==> config.mk <==
export PLATFORM = sky130hd
export DESIGN_NAME = afpd_top
export DESIGN_NICKNAME = d
export VERILOG_FILES = /design/src/logic/afpd_pkg.sv /design/src/logic/afpd_top.sv
export SDC_FILE = /design/constraint.sdc
export NUM_CORES = 1
export LEC_CHECK = 0
export ABC_AREA = 0
export BUFFER_PORTS_ARGS = -buffer_cell sky130_fd_sc_hd__buf_2
export CAP_MARGIN = 20
export CORE_ASPECT_RATIO = 1.4
export CORE_MARGIN = 2
export CORE_UTILIZATION = 48
export DETAILED_ROUTE_END_ITERATION = 7
export HOLD_SLACK_MARGIN = 0.03
export MAX_ROUTING_LAYER = met4
export PLACE_DENSITY = 0.77
export SETUP_SLACK_MARGIN = 0.02
export SLEW_MARGIN = 20
export SYNTH_ARGS = -nofsm -noshare
export SYNTH_HDL_FRONTEND = slang
export SYNTH_SLANG_ARGS = --single-unit
==> constraint.sdc <==
create_clock -name clock_in -period 2.05 [get_ports clock_in]
set_input_delay 0.1025 -clock clock_in [delete_from_list [all_inputs] [get_ports clock_in]]
set_output_delay 0.1025 -clock clock_in [all_outputs]
set_load 0.01 [all_outputs]
==> src/logic/afpd_pkg.sv <==
`default_nettype none
// ======================================================================
// shared constants for amplifier fault protection
package afpd_pkg;
   localparam int NUM_CH = 2;
   // retry period of a shorted channel
   localparam int RETRY_MS = 50;
   localparam int CLK_MHZ = 250;
   localparam int RETRY_CYC = RETRY_MS * 1000 * CLK_MHZ;
   // status word field positions, per 7-bit channel field
   localparam int ST_SHORT_BIT = 0;
   localparam int ST_SUPPLY_BIT = 1;
   localparam int ST_OFFSET_BIT = 2;
   localparam int ST_HOT_BIT = 3;
   localparam int ST_WARN_BIT = 4;
   localparam int ST_HIGHV_BIT = 5;
   localparam int ST_LOWV_BIT = 6;
   localparam int ST_W = 7;
   localparam logic [ST_W-1:0] ST_RESET = 7'h00;
   // start-up sequence states
   typedef enum logic [1:0]
   {
      AFPD_OFF   = 2'b00,
      AFPD_CHECK = 2'b01,
      AFPD_RUN   = 2'b10
   } afpd_seq_t;
endpackage : afpd_pkg
`default_nettype wire

==> src/logic/afpd_top.sv <==
`timescale 1ns/100ps
`default_nettype none
module afpd_top
   import afpd_pkg::*;
#(
   parameter int RETRY_CYCLES = afpd_pkg::RETRY_CYC
)
(
   // clock and reset
   input  wire logic                          clock_in,
   input  wire logic                          rst_b_in,
   // mode controls
   input  wire logic                          enable_in,
   input  wire logic                          bus_mode_in,
   input  wire logic                          sel_offset_fault_indicator_pin_in,
   input  wire logic                          sel_clip_in,
   input  wire logic                          sel_warn_in,
   input  wire logic                          start_req_in,
   // analog comparator inputs
   input  wire logic                          temp_fold_in,
   input  wire logic                          temp_hot_in,
   input  wire logic                          temp_warn_in,
   input  wire logic                          low_supply_in,
   input  wire logic                          high_supply_in,
   input  wire logic                          clip_in,
   input  wire logic [afpd_pkg::NUM_CH-1:0]   cur_limit_in,
   input  wire logic [afpd_pkg::NUM_CH-1:0]   load_short_in,
   input  wire logic [afpd_pkg::NUM_CH-1:0]   supply_short_in,
   input  wire logic [afpd_pkg::NUM_CH-1:0]   offset_in,
   input  wire logic [afpd_pkg::NUM_CH-1:0]   out_shorted_in,
   // status read port
   input  wire logic                          status_rd_in,
   output logic [afpd_pkg::NUM_CH*afpd_pkg::ST_W-1:0] status_out,
   output logic                               status_valid_out,
   // power stage controls
   output logic                               gain_reduce_out,
   output logic                               stage_on_out,
   output logic [afpd_pkg::NUM_CH-1:0]        chan_on_out,
   output logic [afpd_pkg::NUM_CH-1:0]        cur_limit_out,
   // open-drain indicator pins
   output logic                               fault_pin_out,
   output logic                               fault_pin_oe_b_out,
   output logic                               sat_pin_out,
   output logic                               sat_pin_oe_b_out
);
   import afpd_pkg::*;

   localparam int NIN = 6 + 5 * NUM_CH;
   localparam int RW = $clog2(RETRY_CYCLES + 1);

   // ===================================================================
   // input synchronisers
   logic [NIN-1:0] raw_w;
   logic [NIN-1:0] meta_r;
   logic [NIN-1:0] sync_r;

   assign raw_w = {temp_fold_in, temp_hot_in, temp_warn_in, low_supply_in,
                   high_supply_in, clip_in, cur_limit_in, load_short_in,
                   supply_short_in, offset_in, out_shorted_in};

   // two flops per comparator line
   always_ff @(posedge clock_in or negedge rst_b_in)
   begin
      if (!rst_b_in)
      begin
         meta_r <= '0;
         sync_r <= '0;
      end
      else
      begin
         meta_r <= raw_w;
         sync_r <= meta_r;
      end
   end

   logic              fold_s, hot_s, warn_s, lowv_s, highv_s, clip_s;
   logic [NUM_CH-1:0] ilim_s, lsh_s, ssh_s, ofs_s, osh_s;
   assign {fold_s, hot_s, warn_s, lowv_s, highv_s, clip_s,
           ilim_s, lsh_s, ssh_s, ofs_s, osh_s} = sync_r;

   // ===================================================================
   // start-up sequence with pre-switching check
   afpd_seq_t seq_r;
   logic      por_r;

   always_ff @(posedge clock_in or negedge rst_b_in)
   begin
      if (!rst_b_in)
         seq_r <= AFPD_OFF;
      else if (!enable_in)
         seq_r <= AFPD_OFF;
      else
      begin
         unique case (seq_r)
            AFPD_OFF:
               if (start_req_in)
                  seq_r <= AFPD_CHECK;
            AFPD_CHECK:
               if (osh_s == '0)
                  seq_r <= AFPD_RUN;
            AFPD_RUN:
               if (!start_req_in)
                  seq_r <= AFPD_OFF;
            default:
               seq_r <= AFPD_OFF;
         endcase
      end
   end

   // power-on reset indication, first cycle after release
   always_ff @(posedge clock_in or negedge rst_b_in)
   begin
      if (!rst_b_in)
         por_r <= 1'b1;
      else
         por_r <= 1'b0;
   end

   // ===================================================================
   // per-channel short shutdown and retry
   logic [NUM_CH-1:0] ch_off_r;
   logic [NUM_CH-1:0] sup_hold_r;
   logic [NUM_CH-1:0] short_w;

   assign short_w = lsh_s | ssh_s;

   genvar g;
   generate
      for (g = 0; g < NUM_CH; g++)
      begin : g_ch
         logic [RW-1:0] tmr_r;

         // switch off on short, retry after the period; a supply short retries only once ssh_s and osh_s clear
         always_ff @(posedge clock_in or negedge rst_b_in)
         begin
            if (!rst_b_in)
            begin
               ch_off_r[g]   <= 1'b0;
               sup_hold_r[g] <= 1'b0;
               tmr_r         <= '0;
            end
            else if (!ch_off_r[g])
            begin
               if (short_w[g] && seq_r == AFPD_RUN)
               begin
                  ch_off_r[g]   <= 1'b1;
                  sup_hold_r[g] <= ssh_s[g];
                  tmr_r         <= RW'(RETRY_CYCLES - 1);
               end
            end
            else if (tmr_r != '0)
               tmr_r <= tmr_r - 1'b1;
            else if (sup_hold_r[g] && (ssh_s[g] || osh_s[g]))
               tmr_r <= '0;
            else
            begin
               ch_off_r[g]   <= 1'b0;
               sup_hold_r[g] <= 1'b0;
            end
         end
      end
   endgenerate

   // stage and channel enables
   always_comb
   begin
      stage_on_out    = (seq_r == AFPD_RUN) && !hot_s;
      chan_on_out     = stage_on_out ? ~ch_off_r : '0;
      cur_limit_out   = stage_on_out ? ilim_s : '0;
      gain_reduce_out = fold_s && enable_in;
   end

   // ===================================================================
   // fault latches, cleared by read; set wins over clear
   logic [NUM_CH*ST_W-1:0] lat_r;
   logic [NUM_CH*ST_W-1:0] ev_w;
   logic                   mon_w;
   logic                   rd_w;

   assign mon_w = (seq_r != AFPD_OFF);
   assign rd_w  = status_rd_in && enable_in;

   generate
      for (g = 0; g < NUM_CH; g++)
      begin : g_ev
         always_comb
         begin
            ev_w[g*ST_W +: ST_W]                 = ST_RESET;
            ev_w[g*ST_W + ST_SHORT_BIT]          = lsh_s[g] | ilim_s[g];
            ev_w[g*ST_W + ST_SUPPLY_BIT]         = ssh_s[g] | osh_s[g];
            ev_w[g*ST_W + ST_OFFSET_BIT]         = ofs_s[g] & mon_w;
            ev_w[g*ST_W + ST_HOT_BIT]            = hot_s;
            ev_w[g*ST_W + ST_WARN_BIT]           = warn_s;
            ev_w[g*ST_W + ST_HIGHV_BIT]          = highv_s;
            ev_w[g*ST_W + ST_LOWV_BIT]           = lowv_s;
         end
      end
   endgenerate

   // latch events; a read clears what was returned
   always_ff @(posedge clock_in or negedge rst_b_in)
   begin
      if (!rst_b_in)
         lat_r <= {NUM_CH{ST_RESET}};
      else if (rd_w)
         lat_r <= ev_w;
      else
         lat_r <= lat_r | ev_w;
   end

   // read data: the previously latched word
   always_ff @(posedge clock_in or negedge rst_b_in)
   begin
      if (!rst_b_in)
      begin
         status_out       <= '0;
         status_valid_out <= 1'b0;
      end
      else
      begin
         status_valid_out <= rd_w;
         if (rd_w)
            status_out <= lat_r;
      end
   end

   // ===================================================================
   // indicator pins, live state only
   logic fault_w, sat_w;

   always_comb
   begin
      fault_w = por_r || lowv_s || highv_s || hot_s
                || (|short_w) || (|osh_s) || (|ch_off_r)
                || ((|ofs_s) && mon_w
                    && (!bus_mode_in || sel_offset_fault_indicator_pin_in));
      sat_w   = por_r
                || (clip_s && (!bus_mode_in || sel_clip_in))
                || (warn_s && (!bus_mode_in || sel_warn_in));
   end

   // open drain: output low, enable low only while pulling
   always_ff @(posedge clock_in or negedge rst_b_in)
   begin
      if (!rst_b_in)
      begin
         fault_pin_oe_b_out <= 1'b0;
         sat_pin_oe_b_out   <= 1'b0;
      end
      else
      begin
         fault_pin_oe_b_out <= !fault_w;
         sat_pin_oe_b_out   <= !sat_w;
      end
   end

   assign fault_pin_out = 1'b0;
   assign sat_pin_out   = 1'b0;

   // ===================================================================
   // checks
   a_hot_stage_off: assert property (@(posedge clock_in) disable iff (!rst_b_in)
      hot_s |-> !stage_on_out) else $error("stage on while hot");
   a_limit_keeps_on: assert property (@(posedge clock_in)
      disable iff (!rst_b_in)
      (stage_on_out && ilim_s[0] && !short_w[0] && !ch_off_r[0])
      |-> chan_on_out[0]) else $error("limit stopped channel");
   a_check_holds: assert property (@(posedge clock_in) disable iff (!rst_b_in)
      (seq_r == AFPD_CHECK && osh_s != '0 && enable_in)
      |=> seq_r == AFPD_CHECK) else $error("start past short");
   a_short_pin_low: assert property (@(posedge clock_in)
      disable iff (!rst_b_in)
      (lsh_s[0] && !rd_w) |=> !fault_pin_oe_b_out
      && lat_r[ST_SHORT_BIT]) else $error("short not flagged");
   a_latch_holds: assert property (@(posedge clock_in) disable iff (!rst_b_in)
      (lat_r[ST_SHORT_BIT] && !rd_w) |=> lat_r[ST_SHORT_BIT])
      else $error("latch lost");
   a_read_returns: assert property (@(posedge clock_in)
      disable iff (!rst_b_in)
      rd_w |=> status_out == $past(lat_r)) else $error("bad read");
   a_off_ignores_rd: assert property (@(posedge clock_in)
      disable iff (!rst_b_in)
      !enable_in |=> !status_valid_out && seq_r == AFPD_OFF)
      else $error("active while off");
   a_sat_no_fault: assert property (@(posedge clock_in)
      disable iff (!rst_b_in)
      (!por_r && !clip_s && !warn_s) |=> sat_pin_oe_b_out)
      else $error("sat pin for fault");
   a_retry_wait: assert property (@(posedge clock_in) disable iff (!rst_b_in)
      $rose(ch_off_r[0]) |=> ch_off_r[0] [*8])
      else $error("retry too soon");
   a_fold_gain: assert property (@(posedge clock_in) disable iff (!rst_b_in)
      (fold_s && enable_in) |-> gain_reduce_out)
      else $error("no gain reduce");

   c_short_retry: cover property (@(posedge clock_in) disable iff (!rst_b_in)
      $fell(ch_off_r[0]));
   c_check_block: cover property (@(posedge clock_in) disable iff (!rst_b_in)
      seq_r == AFPD_CHECK && osh_s != '0);
   c_double_read: cover property (@(posedge clock_in) disable iff (!rst_b_in)
      rd_w ##[1:20] rd_w);
endmodule : afpd_top
`default_nettype wire

Word level (Yosys, flattened, before mapping):

Index checks and enable logic that the tools add are counted.

* bits in registers: 118
* input bits: 25
* logic and storage cells: 114

* $add $sub $neg: 2
* eq/ne operators: 11
* multiplexer cells: 32
* bitwise gates (word level): 9
* reduce and logical (&&, ||, !) cells: 45

Operators by type and width (number)
* 2-to-1 mux 24 bit: 8
* nonzero test 24 bit: 2
* subtractor 24 x 1 -> 24 bit (second input constant): 2
* 2-to-1 mux 1 bit: 16
* logical OR 1 bit: 14
* 2-to-1 mux 14 bit: 1
* OR 14 bit: 1
* 2-to-1 mux 2 bit: 6
* logical AND 1 bit: 11
* inequality test 3 bit (second input constant): 3
* AND reduction 3 bit: 3
* inequality test 2 bit (second input constant): 4
* OR reduction 2 bit: 4
* inequality test 3 x 1 -> 1 bit (second input constant): 2
* case mux 2 bit (3 select lines): 1
* nonzero test 2 bit: 3
* logical NOT 1 bit: 4
* logical NOT 2 bit: 2
* OR 1 bit: 4
* AND reduction 2 bit: 2
* bitwise AND 1 bit: 2
* == test 2 x 1 -> 1 bit (second input constant): 1
* == test 2 bit (second input constant): 1
* NOT 2 bit: 1
* OR 2 bit: 1

Depth between registers and ports, before layout:

Gate-level depths: netlist (run 1).

* word-level depth: 8
* depth in mapped cells: 10

Least setup slack after synthesis (run 1):

OpenSTA, ideal clock, no wires.

* kind: reg2reg
* from: register g_ch[1].tmr_r[19]
* to: register g_ch[1].tmr_r[4]
* setup time: 0.122 ns
* data arrival time: 2.055 ns
* slack: -0.127 ns
* cell stages (with the launch flop): 8
* buffers on the path: 2
* period minus slack after synthesis: 2.177 ns
* cell sequence: dfrtp_1 > or4_4 > or3_4 > or2_1 > buf_2 > buf_2 > a21oi_1 > a21oi_2

* word-level cells in the longest chain between the ends: 3

Ends and longest elaborated chain
* from (decl): line afpd_top.sv:131 `logic [RW-1:0] tmr_r;`
* from (signal assigned): line afpd_top.sv:148 `tmr_r <= RW'(RETRY_CYCLES - 1);`
* from (signal assigned): line afpd_top.sv:152 `tmr_r <= tmr_r - 1'b1;`
* nonzero test 24 bit (*): line afpd_top.sv:151 `else if (tmr_r != '0)`
* inequality test 3 x 1 -> 1 bit (no line) / 2-to-1 mux 24 bit (equally long branches)
* AND reduction 2 bit (no line) / 2-to-1 mux 24 bit (equally long branches)

Mark *: on every way between the ends. The rest lies on a longest branch, timed or not.
A chain may end at the register's enable or synchronous reset.

Worst setup path after layout (run 1):

* from: register g_ch[1].tmr_r[20]
* to: register g_ch[1].tmr_r[16]

Same word-level chain as after synthesis.

==> results of run 1 <==
how the worst max path moves through the flow:
stage	slack, ns	end	start	cells after the start
after global placement	-0.12	g_ch[1].tmr_r[15]	g_ch[1].tmr_r[19]	6
after floorplan	-0.12	g_ch[1].tmr_r[17]	g_ch[1].tmr_r[19]	7
final	-0.18	g_ch[1].tmr_r[16]	g_ch[1].tmr_r[20]	7
after detailed placement	-0.17	g_ch[1].tmr_r[17]	g_ch[1].tmr_r[19]	7
after CTS	-0.15	g_ch[1].tmr_r[23]	g_ch[1].tmr_r[20]	7
after global routing	-0.23	g_ch[1].tmr_r[16]	g_ch[1].tmr_r[20]	7
cells in the final DEF (no fill, tap or decap), types with 6 or more instances in the layout:
cell	n
nand2_1	24
a21oi_2	15
a21oi_1	31
nand3_1	8
nor3_2	7
o21a_1	8
nor4_1	11
buf_4	82
nand4_1	6
a211o_1	6
inv_1	17
nor2_1	29
buf_6	11
o21ai_0	16
nor4_2	7
dfrtp_1	117
or4_1	9
dlygate4sd3_1	22
or3_1	11
a21o_1	9
buf_2	47
mux2_2	14
nor3_1	15
clkbuf_16	18
cell families (layout without fill, tap and decap cells):
| logic type | after synthesis | in the layout |
|---|---|---|
| xor gates and xnor gates | 3 | 3 |
| DFF | 118 | 118 |
| and+or+nand+nor | 168 | 168 |
| muxes | 16 | 16 |
| AOI/OAI and AO/OA | 144 | 144 |
| other | 1 | 3 |
| buffers and inverters | 44 | 220 |
| adders and majority gates | 4 | 4 |
layer usage:
metal  share of wire  wire (um)  GRT usage  up-vias
met2            0.53       8171     0.4401      229
met5               0          0          -        -
met4           0.052        801     0.1483        0
li1                -          -          -     2174
met3           0.054        830    0.06453       85
met1            0.36       5608     0.2804     2404
critical path, stage by stage (launching register included):
cell      delay [ns]
dfrtp_1         0.39
or3_4           0.40
buf_6           0.13
or4_4           0.54
buf_4           0.16
o211ai_1        0.20
xor2_1          0.21
nor2_1          0.08
cell usage after synthesis (6+ instances only):
master,instances
a211o_1,6
o21ai_2,6
o21ai_0,19
nand3_1,8
nor2_1,31
dfrtp_1,117
o21a_1,8
inv_1,21
nand4_1,6
a21o_1,9
o31ai_1,6
mux2_2,14
or4_1,11
nor4_1,17
a21oi_1,42
nand2_1,24
nor3_1,18
clkbuf_1,9
or3_1,12
registers in the layout, summed over array words and instances, names as in the netlist, 2 cells and up:
register / count
ch_off_r: 2
g_ch.tmr_r: 48
lat_r: 14
meta_r: 16
seq_r: 2
status_out: 14
sup_hold_r: 2
sync_r: 16
repair_timing:
action,in CTS,in global routing
pin swaps,9,13
gates resized for setup,18,43
endpoints found under the hold margin,137,0
hold buffers,22,0
endpoints found under the setup margin,28,44
setup buffers,2,6
cloned,0,5
power groups by stage:
stage | Clock (W) | Sequential, W | Combinational (W)
after CTS | 0.00303 | 0.00294 | 0.00168
after floorplan | 0 | 0.00294 | 0.000898
final | 0.00301 | 0.00299 | 0.00197
after global placement | 0 | 0.00294 | 0.00149
after detailed placement | 0 | 0.00296 | 0.00156
after global routing | 0.00315 | 0.00303 | 0.00212
stage by stage:
| step | utilization | TNS [ns] | hold slack, ns | instance area (um^2) | worst slack, ns |
|---|---|---|---|---|---|
| after CTS | 0.6710 | -2.297 | 0.08822 | 7330 | -0.1521 |
| after detailed placement | 0.5876 | -2.746 | -0.01898 | 6419 | -0.1723 |
| after global routing | 0.6955 | -4.160 | 0.1052 | 7597 | -0.2342 |
| final | 0.6955 | -2.681 | 0.09159 | 7597 | -0.1789 |
| after global placement | 0.5876 | -1.593 | -0.02519 | 6419 | -0.1179 |
| after floorplan | - | -1.555 | -0.1931 | 5490 | -0.1166 |
area by class of cell:
class / count / area [um^2]
Clock buffer: 21 / 450.4
Clock inverter: 11 / 150.1
Fill cell: 696 / 3326
Inverter: 22 / 87.58
Multi-Input combinational cell: 338 / 2499
Sequential cell: 118 / 2954
Tap cell: 141 / 176.4
Timing Repair Buffer: 166 / 1280
==> flow_summary.toml, run 1 <==
[worst_setup_path]
rrSetupSlack_ns = -0.18
start_kind = "register"
cp_max_fo = 2
critPathKind = "register to register"
crit_path_end_kind = "register"
rr_worst_depth = 7
worstReg2RegStart = "g_ch[1].tmr_r[20]"
worst_ep_arrival_time_ns = 2.52
r2r_end = "g_ch[1].tmr_r[16]"
crit_required_ns = 2.35

[pwr]
totalPowerFinal_w = 0.007963
total_leakage_power_nw = 3.199
pwr-share-comb = 0.247
internal_power_w = 0.005550
peakVddDrop_v = 0.0007331
power_frac_clock = 0.378
seqPwrFrac = 0.375
power.density_nw_per_um2 = 1048
p_switching_w = 0.002412
swShare = 0.3029

[sta]
worst_pin_slew_ns = 0.5005
finalMaxSlewViolations = 0
rsz0062_at_grt = "yes"
clock.fmax_mhz = 448.6
hold_viol = 0
fin_ws_ns = -0.1789
clock_skew_ns = 0.009154
worst_slew_margin_rel = 0.6638
setup_viol = 21
fin_crit_sh = 1.087
fin_crit_ns = 2.229

[drt]
dr_total_vias = 4892
drtIter0Drc = 337
drc = 0
viasPerCell = 5.988
detail_route.first_pass.iterations = 5
drtAntennaViolNets = 0
wl_per_cell_um = 18.86
drt_wl_total_mm = 15.41

[floorplanning]
core-area_um2 = 10920
rows = 45
dieHeight_um = 129.5
ios = 50
start_util = 0.4944
dieArea_um2 = 12130
dieWidth_um = 93.65

[clock_network]
cts_root_buffer = "clkbuf_16"
clkSinkCount = 118
cts_max_level = 4
clkTransAtPathRegs_ns = 0.05
cts_tree = "done"
clk_path_buf_depth = 2
numCtsBuffers = 17
worstSkewPairLatency_ns = 0.42

[cells_and_area]
final_cell_count_no_fill = 817
layout-drive-gt1-share = 0.3891
nets = 692
area_delta_synth_final_pct = 40.69
antenna_cells = 0

[logic_synthesis]
yosysTopAreaCell = "dfrtp_1"
synthSimpleGateAreaFrac = 0.1810
synthAdderAreaFrac = 0.009268
ys_dominant_reg_cell = "dfrtp_1"
ys_seq_area_frac = 0.5470
synth_top_family_by_area = "compound AO/OA/AOI/OAI gates"
avgSynthCellArea_um2 = 10.84
ys_warn_count = 0
syn_area_um2 = 5400
synth-seq-cells = 118
synth.area.top_cells = "dfrtp_1, a21oi_1, mux2_2"
synth_edf_count = 0
syn-instance-count = 498
netlist-cell-type-count = 67
netlist.area_leader.share = 0.5422
muxShareOfSynthArea = 0.03290
synth-async-reset-ratio = 1.000
synth-xor-area-share = 0.004866
synth_compound_area_frac = 0.1835

[place]
dp_hpwl_mm = 9.412
gp_congestion = 0.9459
portBuffers = 47
dp.cells = 750

[worst_hold_path]
worstHoldPathType = "primary input to async pin"

[status]
status = "finished, violations left"
violations = "setup timing"

[global_routing]
grt_pass1_vias = 5054
overflow = 0
grt_antenna_before_repair = 0
grt_use_total = 0.2615
grt_max_degree = 66
grt_pass1_wl_mm = 23.72

[job]
drv_cap = 0
(Power assumes the default switching activity.)
==> inputs of run 2 (changes only) <==
--- a/config.mk
+++ b/config.mk
@@ -8,13 +8,15 @@
 export ABC_AREA = 0
 export BUFFER_PORTS_ARGS = -buffer_cell sky130_fd_sc_hd__buf_2
 export CAP_MARGIN = 20
+export CELL_PAD_IN_SITES_DETAIL_PLACEMENT = 0
+export CELL_PAD_IN_SITES_GLOBAL_PLACEMENT = 1
 export CORE_ASPECT_RATIO = 1.4
 export CORE_MARGIN = 2
-export CORE_UTILIZATION = 48
+export CORE_UTILIZATION = 42
 export DETAILED_ROUTE_END_ITERATION = 7
 export HOLD_SLACK_MARGIN = 0.03
 export MAX_ROUTING_LAYER = met4
-export PLACE_DENSITY = 0.77
+export PLACE_DENSITY = 0.83
 export SETUP_SLACK_MARGIN = 0.02
 export SLEW_MARGIN = 20
 export SYNTH_ARGS = -nofsm -noshare
==> run 2 against run 1 <==
Against the previous run: the run still ends with setup timing left; register-to-register slack is essentially flat; critical path depth fell by 1; sequential share of layout area fell by 0.97 points; cell count increased by 3.1%; largest cell class unchanged.
==> flow_summary.toml, run 2 (synthesis gave the netlist of run 1 again) <==
[sta]
finalMaxSlewViolations = 0
worst_slew_margin_rel = 0.6528
clock_skew_ns = 0.009354
clock.fmax_mhz = 448.0
worst_pin_slew_ns = 0.5208
hold_viol = 0
fin_crit_sh = 1.089
fin_crit_ns = 2.232
hold_ws_ns = 0.1201
setup_viol = 25
fin_ws_ns = -0.1821
rsz0062_at_grt = "yes"

[clock_network]
clkSinkCount = 118
cts_max_level = 4
cts_tree = "done"
clk_path_buf_depth = 2
worstSkewPairLatency_ns = 0.41
cts_root_buffer = "clkbuf_16"
clkTransAtPathRegs_ns = 0.06
numCtsBuffers = 17

[worst_setup_path]
crit_buf_inv = 1
slowest_delay_ns = 0.56
slowest_stage = "or4_4"
rrSetupSlack_ns = -0.18
critPathKind = "register to register"
crit_required_ns = 2.35
path_cells = "or4_4 -> or4_4 -> o21ai_4 -> inv_4 -> o21a_1 -> o22a_1"
cp_common_cell = "or4_4"
cp_top_family = "simple AND/OR/NAND/NOR gates"
crit_path_end_kind = "register"
cp_max_fo = 7
worst_ep_arrival_time_ns = 2.53
start_kind = "register"

[pwr]
power.density_nw_per_um2 = 1036
totalPowerFinal_w = 0.008068
peakVddDrop_v = 0.0008696
total_leakage_power_nw = 3.285

[floorplanning]
core-area_um2 = 12690
rows = 49
start_util = 0.4255
dieWidth_um = 99.84
dieHeight_um = 138.2
dieArea_um2 = 13790
ios = 50

[global_routing]
grt_antenna_before_repair = 0
overflow = 0
grt_pass1_vias = 4860
grt_max_degree = 47
grt_use_total = 0.2207
grt_pass1_wl_mm = 23.55

[cells_and_area]
post-route-util = 0.6139
layout_commonest_cell = "dfrtp_1"
antenna_cells = 0
area_delta_synth_final_pct = 44.28
reg_top3 = "g_ch.tmr_r x48, meta_r x16, sync_r x16"
layout-drive-gt1-share = 0.4093
largest_reg_flops = 48
nets = 705
mostFrequentLayoutCells = "dfrtp_1, buf_4, buf_2"
largest_register = "g_ch.tmr_r"

[worst_hold_path]
worstHoldPathType = "primary input to register"

[drt]
drtAntennaViolNets = 0
wl_per_cell_um = 17.81
drt_wl_total_mm = 15.00
dr_total_vias = 4740
viasPerCell = 5.629
drtIter0Drc = 211
detail_route.first_pass.iterations = 4
drc = 0

[job]
drv_cap = 0

[place]
dp_hpwl_mm = 9.372
portBuffers = 47
gp_congestion = 0.8841

[status]
status = "finished, violations left"
violations = "setup timing"
[run 2: worst register-to-register path, cell delays in order (launching register included)]
cell and delay, ns:
dfrtp_1 0.38, or4_4 0.55, or4_4 0.56, o21ai_4 0.22, inv_4 0.10, o21a_1 0.11, o22a_1 0.19
[run 2: where the power goes]
group / internal, W / switching, W
registers: 0.00264 / 0.000332
clock network: 0.00183 / 0.00117
logic: 0.00108 / 0.00102
total: 0.00555 / 0.00252
[run 2: area by class of cell]
class | count | area [um^2]
Clock inverter | 14 | 166.4
Multi-Input combinational cell | 338 | 2516
Tap cell | 153 | 191.4
Sequential cell | 118 | 2954
Fill cell | 968 | 4900
Timing Repair inverter | 1 | 7.507
Clock buffer | 18 | 429.2
Timing Repair Buffer | 178 | 1439
Inverter | 22 | 87.58
[run 2: per-stage QoR]
step                      cell area [um^2]  TNS, ns  instances  worst slack [ns]
after global placement                6469   -2.036        765           -0.1697
after global routing                  7791   -5.514        842           -0.2614
after floorplan                       5490   -1.555        500           -0.1166
after CTS                             7340   -3.012        820           -0.1764
final                                 7791   -3.197        842           -0.1821
after detailed placement              6469   -2.932        765           -0.2084
[run 2: path summary, 6_finish.rpt]
kind	depth (start not counted)	start	end
max	6	g_ch[1].tmr_r[19]	g_ch[1].tmr_r[23]
min reg2reg	0	meta_r[2]	sync_r[2]
min	4	bus_mode_in	fault_pin_oe_b_out
min in group asynchronous	2	rst_b_in	status_valid_out
max reg2reg	6	g_ch[1].tmr_r[19]	g_ch[1].tmr_r[23]
max in group asynchronous	3	rst_b_in	por_r
[run 2: routing by layer]
metal / share of wire / wire length, um / global-route usage / up-vias
li1: - / - / - / 2213
met1: 0.39 / 5855 / 0.2519 / 2364
met2: 0.54 / 8108 / 0.3773 / 115
met3: 0.031 / 470 / 0.04550 / 48
met4: 0.038 / 565 / 0.08580 / 0
met5: 0 / 0 / - / -
[run 2: what timing repair did]
action,in CTS,in global routing
resized for setup,13,56
pin swaps,9,25
gates cloned,0,4
hold endpoints to repair,55,0
setup endpoints to repair,27,49
setup buffers,1,18
hold buffers,22,0
